### src/trpa_defines.svh
`ifndef TRPA_DEFINES_SVH
`define TRPA_DEFINES_SVH

`define TRPA_PTR_W 21
`define TRPA_IPTR_W 12
`define TRPA_NUM_IPTR 3
`define TRPA_LIT_W 6
`define TRPA_TREAD_HI 14'h0002
`define TRPA_ADDLIT_HI 8'hE8
`define TRPA_SEL_TWO 2'h2
`define TRPA_SEL_RET 2'h3
`define TRPA_UPD_NONE 2'h0
`define TRPA_UPD_POSTINC 2'h1
`define TRPA_UPD_POSTDEC 2'h2
`define TRPA_UPD_PREINC 2'h3
`define TRPA_Q_FIRST 2'h0
`define TRPA_Q_LAST 2'h3

`endif

### src/trpa_pkg.sv
`include "trpa_defines.svh"

package trpa_pkg;
	typedef enum logic [2:0] {
		TRPA_ST_IDLE = 3'h1,
		TRPA_ST_TBL2 = 3'h2,
		TRPA_ST_RET2 = 3'h4
	} trpa_state_t;
	typedef logic [`TRPA_PTR_W-1:0] trpa_ptr_t;
	typedef logic [`TRPA_IPTR_W-1:0] trpa_iptr_t;
endpackage

### src/trpa_dec_if.sv
`include "trpa_defines.svh"

interface trpa_dec_if;
	logic is_tread;
	logic is_addlit;
	logic is_ret;
	logic [1:0] upd;
	logic [1:0] sel;
	logic [`TRPA_LIT_W-1:0] lit;
	modport dec (output is_tread, output is_addlit, output is_ret, output upd, output sel, output lit);
	modport use_side (input is_tread, input is_addlit, input is_ret, input upd, input sel, input lit);
endinterface

### src/trpa_core.sv
// Operation
// [RL1] Table read loads latch, flags untouched
// [RL2] Low two opcode bits pick pointer update
// [RL3] Mode zero keeps pointer unchanged
// [RL4] Pre-increment bumps pointer before reading
// [RL5] Table read: two cycles, read in second
// [RL6] Latch written in final phase
// [RL7] Add 6-bit literal to selected pointer
// [RL8] Single-cycle writeback, no flags, E8 opcode
// [RL9] Add to pointer two, then return
// [RL10] Pointer bit zero picks byte of word
// [RL11] Return form: two cycles, selector three
`include "trpa_defines.svh"

module trpa_core #(
	parameter int PTR_W = `TRPA_PTR_W,
	parameter int IPTR_W = `TRPA_IPTR_W,
	parameter int LIT_W = `TRPA_LIT_W,
	parameter int NUM_IPTR = `TRPA_NUM_IPTR
) (
	input wire logic clk,
	input wire logic rst_b,
	input wire logic instr_valid,
	input wire logic [15:0] opcode,
	output logic busy,
	output logic [PTR_W-1:0] pm_addr,
	output logic pm_rd,
	input wire logic [15:0] pm_word,
	output logic [7:0] table_latch,
	output logic [PTR_W-1:0] table_pointer,
	output logic [IPTR_W-1:0] indirect_pointer0,
	output logic [IPTR_W-1:0] indirect_pointer1,
	output logic [IPTR_W-1:0] indirect_pointer_two,
	input wire logic [PTR_W-1:0] return_stack_top,
	output logic pc_load,
	output logic [PTR_W-1:0] pc_value,
	output logic stack_pop
);
	// Decoded fields travel to the sequencer as one bundle
	trpa_dec_if dif();

	trpa_decode u_dec (
		.opcode(opcode),
		.d(dif.dec)
	);

	// Sequencer state
	trpa_pkg::trpa_state_t st_q, st_d;
	logic [1:0] ph_q, ph_d;
	logic [1:0] upd_q, upd_d;

	// Table path state
	logic [PTR_W-1:0] tp_q, tp_d;
	logic [7:0] lat_q, lat_d;

	// Return path state
	logic ld_q, ld_d;
	logic [PTR_W-1:0] pcv_q, pcv_d;

	// Slot strobes, one per instruction form
	logic last_ph;
	logic take;
	logic take_tread;
	logic take_addlit;
	logic take_ret;

	// Shared by the normal and the return form of the pointer add
	function automatic logic sel_hits(input logic [1:0] sel, input int idx);
		sel_hits = (int'(sel) == idx);
	endfunction

	// Literal is unsigned, so it is zero-extended before the add
	function automatic logic [IPTR_W-1:0] add_lit(input logic [IPTR_W-1:0] v, input logic [LIT_W-1:0] k);
		add_lit = v + IPTR_W'(k);
	endfunction

	// Instructions are accepted only in the last phase of an idle cycle
	always_comb begin
		last_ph = (ph_q == `TRPA_Q_LAST);
		take = instr_valid && last_ph && (st_q == trpa_pkg::TRPA_ST_IDLE);
		take_tread = take && dif.is_tread;
		take_addlit = take && dif.is_addlit;
		take_ret = take && dif.is_ret;
	end

	// Phase counter runs free: four clocks make one instruction cycle
	always_comb begin
		ph_d = ph_q + 2'h1;
		st_d = st_q;
		upd_d = upd_q;
		case (st_q)
			trpa_pkg::TRPA_ST_IDLE: begin
				if (take_tread) begin
					st_d = trpa_pkg::TRPA_ST_TBL2; // RL5
					upd_d = dif.upd; // RL2
				end else if (take_ret) begin
					st_d = trpa_pkg::TRPA_ST_RET2; // RL11
				end
			end
			trpa_pkg::TRPA_ST_TBL2: begin
				if (last_ph) begin
					st_d = trpa_pkg::TRPA_ST_IDLE; // RL5
				end
			end
			trpa_pkg::TRPA_ST_RET2: begin
				if (last_ph) begin
					st_d = trpa_pkg::TRPA_ST_IDLE; // RL11
				end
			end
			default: begin
				st_d = trpa_pkg::TRPA_ST_IDLE;
			end
		endcase
	end

	always_ff @(posedge clk or negedge rst_b) begin
		if (!rst_b) begin
			st_q <= trpa_pkg::TRPA_ST_IDLE;
			ph_q <= `TRPA_Q_FIRST;
			upd_q <= `TRPA_UPD_NONE;
		end else begin
			st_q <= st_d;
			ph_q <= ph_d;
			upd_q <= upd_d;
		end
	end

	// Pre-increment moves at the take edge so the read sees the new address
	always_comb begin
		tp_d = tp_q;
		if (take_tread && (dif.upd == `TRPA_UPD_PREINC)) begin
			tp_d = tp_q + PTR_W'(1); // RL4
		end else if ((st_q == trpa_pkg::TRPA_ST_TBL2) && last_ph) begin
			case (upd_q)
				`TRPA_UPD_POSTINC: tp_d = tp_q + PTR_W'(1); // RL2
				`TRPA_UPD_POSTDEC: tp_d = tp_q - PTR_W'(1); // RL2
				default: tp_d = tp_q; // RL3
			endcase
		end
	end

	always_ff @(posedge clk or negedge rst_b) begin
		if (!rst_b) begin
			tp_q <= '0;
		end else begin
			tp_q <= tp_d;
		end
	end

	always_comb begin
		lat_d = lat_q;
		if ((st_q == trpa_pkg::TRPA_ST_TBL2) && last_ph) begin
			// Memory has the whole cycle to settle; only the last phase is used
			lat_d = tp_q[0] ? pm_word[15:8] : pm_word[7:0]; // RL1 RL6 RL10
		end
	end

	always_ff @(posedge clk or negedge rst_b) begin
		if (!rst_b) begin
			lat_q <= 8'h00;
		end else begin
			lat_q <= lat_d;
		end
	end

	// One word per selector value; selector three never reaches a word here
	generate
		for (genvar g = 0; g < NUM_IPTR; g++) begin : g_iptr
			logic [IPTR_W-1:0] val_q;
			logic [IPTR_W-1:0] val_d;

			always_comb begin
				val_d = val_q;
				if (take_addlit && sel_hits(dif.sel, g)) begin
					val_d = add_lit(val_q, dif.lit); // RL7 RL8
				end else if (take_ret && sel_hits(`TRPA_SEL_TWO, g)) begin
					val_d = add_lit(val_q, dif.lit); // RL9
				end
			end

			always_ff @(posedge clk or negedge rst_b) begin
				if (!rst_b) begin
					val_q <= '0;
				end else begin
					val_q <= val_d;
				end
			end
		end
	endgenerate

	// Return target is captured at the take edge; pc_load and stack_pop pulse in the first clock of the second, busy cycle
	always_comb begin
		ld_d = take_ret; // RL9
		pcv_d = pcv_q;
		if (take_ret) begin
			pcv_d = return_stack_top; // RL9
		end
	end

	always_ff @(posedge clk or negedge rst_b) begin
		if (!rst_b) begin
			ld_q <= 1'b0;
			pcv_q <= '0;
		end else begin
			ld_q <= ld_d;
			pcv_q <= pcv_d;
		end
	end

	// Status flags are never touched: this block has no flag outputs at all
	assign busy = (st_q != trpa_pkg::TRPA_ST_IDLE);
	assign pm_rd = (st_q == trpa_pkg::TRPA_ST_TBL2); // RL5
	assign pm_addr = tp_q;
	assign table_latch = lat_q;
	assign table_pointer = tp_q;
	assign indirect_pointer0 = g_iptr[0].val_q;
	assign indirect_pointer1 = g_iptr[1].val_q;
	assign indirect_pointer_two = g_iptr[2].val_q;
	assign pc_load = ld_q;
	assign stack_pop = ld_q;
	assign pc_value = pcv_q;
endmodule // trpa_core

### src/trpa_decode.sv
`include "trpa_defines.svh"

module trpa_decode (
	input wire logic [15:0] opcode,
	trpa_dec_if.dec d
);
	always_comb begin
		d.is_tread = (opcode[15:2] == `TRPA_TREAD_HI);
		d.is_addlit = (opcode[15:8] == `TRPA_ADDLIT_HI) && (opcode[7:6] != `TRPA_SEL_RET);
		d.is_ret = (opcode[15:8] == `TRPA_ADDLIT_HI) && (opcode[7:6] == `TRPA_SEL_RET);
		d.upd = opcode[1:0];
		d.sel = opcode[7:6];
		d.lit = opcode[5:0];
	end
endmodule // trpa_decode

### config.mk
export PLATFORM = sky130hd
export DESIGN_NAME = trpa_core
export DESIGN_NICKNAME = d
export VERILOG_FILES = /design/src/trpa_pkg.sv /design/src/trpa_dec_if.sv /design/src/trpa_core.sv /design/src/trpa_decode.sv
export VERILOG_INCLUDE_DIRS = /design/src
export SDC_FILE = /design/constraint.sdc
export NUM_CORES = 1
export LEC_CHECK = 0
export BUFFER_PORTS_ARGS = -buffer_cell sky130_fd_sc_hd__buf_2
export CORE_MARGIN = 2
export CORE_UTILIZATION = 45
export CTS_BUF_LIST = sky130_fd_sc_hd__clkbuf_4
export DETAILED_ROUTE_END_ITERATION = 7
export PLACE_DENSITY = 0.8
export SYNTH_ARGS = -nofsm -noshare
export SYNTH_HDL_FRONTEND = slang
export SYNTH_SLANG_ARGS = --single-unit
### constraint.sdc
create_clock -name clk -period 3.4 [get_ports clk]
set_input_delay 0.51 -clock clk [delete_from_list [all_inputs] [get_ports clk]]
set_output_delay 0.51 -clock clk [all_outputs]
set_load 0.1 [all_outputs]
==> impl_metrics.tcl <==
set metrics [dict create \
    synthTopCellsByArea "dfrtp_1, xnor2_1, ha_1" \
    power_density_nw_per_um2 295 \
    hp-class "in2async" \
    numCtsBuffers 9 \
    stdcell_area_sq_um 6070 \
    fin_crit_sh_pct 82.8 \
    antenna_found_initial 2 \
    fin_setup_tns_ns 0 \
    post_cts_resized 0 \
    grt-ovfl-total 0 \
    fin_skew_ns 0.0142 \
    postPlaceCellArea_sq_um 5950 \
    max_freq_mhz 355 \
    grt_setup_unrepaired "false" \
    synth-edff-count 0 \
    relSlewSlack_pct 54.2 \
    cp-start-kind "flop" \
    clkLatencyLatePin_ns 0.46 \
    slowest_stage "or4bb_1" \
    wire_per_inst_um 15.4 \
    dieHeight_um 110 \
    clkSinkCount 94 \
    setup-violations-final 0 \
    crit_fanout 10 \
    initial_utilization_pct 46.5 \
    max_stage_delay_ns 0.60 \
    area_growth_pct 19.2 \
    ys_top_cells_by_count "dfrtp_1, nand2_1, xnor2_1" \
    postLayoutSetupSlackWorst_ns 0.584 \
    finalWirelength_um 12200 \
    min_period_ns 2.82 \
    cts_root_buf "clkbuf_4" \
    dp_slack_ns 0.578 \
    grt_max_degree 54 \
    crit_family "simple AND/OR/NAND/NOR gates" \
    cts_tree "yes" \
    core_sq_um 10900 \
    yosysUniqueCellTypes 52 \
    dp_hpwl_um 9470 \
    required_ns 3.74 \
    postSynthCellCount 490 \
    drv_cap 0 \
    yosysMostFrequentCell "dfrtp_1" \
    drc 0 \
    power_frac_seq_pct 62.6 \
    peakVddDrop_mv 0.157 \
    yosysTopAreaCellShare_pct 45.7 \
    critPathKind "reg2reg" \
    status "completed" \
    io_buffers 166 \
    die-area_sq_um 12200 \
    synth_seq_cells 94 \
    grt_pass1_vias 3951 \
    synthFlopType "dfrtp_1" \
    syn_avg_cell_area_sq_um 10.4 \
    grt_pass1_wl_um 18900 \
    synth.cell_area_sq_um 5090 \
    dr_total_vias 4238 \
    cts_hold_buf 0 \
    synth.largest_area_cell "dfrtp_1" \
    yosysSeqAreaShare_pct 46.2 \
    path_cells "ha_1, or4bb_1, nor4_1, a21oi_2, nor4b_4, a32oi_1, xnor2_1" \
    clkPwrFrac_pct 30.7 \
    p_int_mw 1.31 \
    grt_usage_pct 20.1 \
    row_count 38 \
    drt_first_pass_iters 4 \
    ys_warn_count 0 \
    layout-drive-gt1-share_pct 35.0 \
    synth-async-reset-ratio_pct 100 \
    drtIter0Drc 144 \
    post_cts_buffers 0 \
    worst_slew_pin_slew_ns 0.686 \
    timing.critical_path.buf_inv 0 \
    slew_viol_final 0 \
    cp-end-kind "flop" \
    power_switching_share_pct 26.6 \
    ios 167 \
    htreeDepth 3 \
    finalWeightedCongestion 0.898 \
    synth_nets 570 \
    clockBufferDepth 2 \
    comb_power_share_pct 6.7 \
    drt.antenna.violating_nets 0 \
    clk_pin_slew_ns 0.15 \
    die_w_um 110 \
    switching_power_uw 477 \
    hold_violations 0 \
    via_per_inst 5.37 \
    finalPower_mw 1.79 \
    power.leakage_nw 3.24 \
    nets 723 \
    arrival_ns 3.16 \
]
[cell type report]
type / count / area, sq um
Fill cell: 1021 / 4870
Antenna cell: 1 / 2.50
Tap cell: 140 / 175
Sequential cell: 94 / 2350
Clock buffer: 9 / 67.6
Multi-Input combinational cell: 357 / 2500
Timing Repair Buffer: 174 / 893
Inverter: 7 / 26.3
Clock inverter: 7 / 50.0
[state kept, by name (all words and copies together), names as in the netlist]
signal                flops
indirect_pointer0        12
indirect_pointer1        12
indirect_pointer_two     12
pc_value                 21
st_q                      3
upd_q                     2
ph_q                      2
table_latch               8
pc_load                   1
pm_addr                  21
[through the flow]
stage / instances / hold slack, ns / util, %
detailed placement: 772 / 0.426 / 54.4
global placement: 772 / 0.412 / 54.4
global route: 789 / 0.110 / 55.5
CTS: 788 / 0.0875 / 55.5
finish: 789 / 0.0822 / 55.5
floorplan: 490 / 0.214 / -
[per-layer routing]
metal  GRT usage (%)  wire length (um)  vias to the layer above
li1                -                 -                     2028
met1            24.5              5020                     2071
met2            34.6              6310                      122
met3            4.76               720                       15
met4            7.14               123                        2
met5               0                 7                        -
[power groups by stage]
stage                     clock network (mW)  registers [mW]  logic (mW)
after global routing                   0.616            1.12       0.133
after detailed placement                   0            1.14       0.122
after CTS                              0.575            1.12       0.122
final                                  0.551            1.12       0.119
after global placement                     0            1.14       0.116
after floorplan                            0            1.16      0.0327
[placed cells by master, fill, tap and decap left out, types with 17 or more instances in the layout]
cell type and instances:
buf_2 165, nand2_1 53, mux2_2 23, o21ai_0 29, a21oi_1 23, xnor2_1 41
nor3_1 17, dfrtp_1 93, ha_1 21, nor2_1 28
[worst paths after layout]
kind / startpoint / end / slack, ns / cells past startpoint
max in group asynchronous: rst_b / upd_q[1] / 2.56 / 2
max reg2reg: ph_q[0] / pm_addr[18] / 0.58 / 7
min: rst_b / indirect_pointer_two[11] / 0.08 / 1
min reg2reg: ph_q[0] / ph_q[0] / 0.45 / 1
max: ph_q[0] / pm_addr[18] / 0.58 / 7
min in group clk: return_stack_top[10] / pc_value[10] / 0.27 / 2
[cell families after synthesis]
| logic type | Yosys count | synth area share, % |
|---|---|---|
| buffers and inverters | 39 | 4.97 |
| XOR/XNOR | 49 | 8.43 |
| AND/OR/NAND/NOR | 175 | 18.2 |
| flip-flops | 94 | 46.2 |
| adder cells (fa/ha/maj) | 24 | 6.34 |
| AO/OA/AOI/OAI | 78 | 9.17 |
| multiplexers | 31 | 6.66 |
No activity file was read; power rests on OpenSTA's default activity.
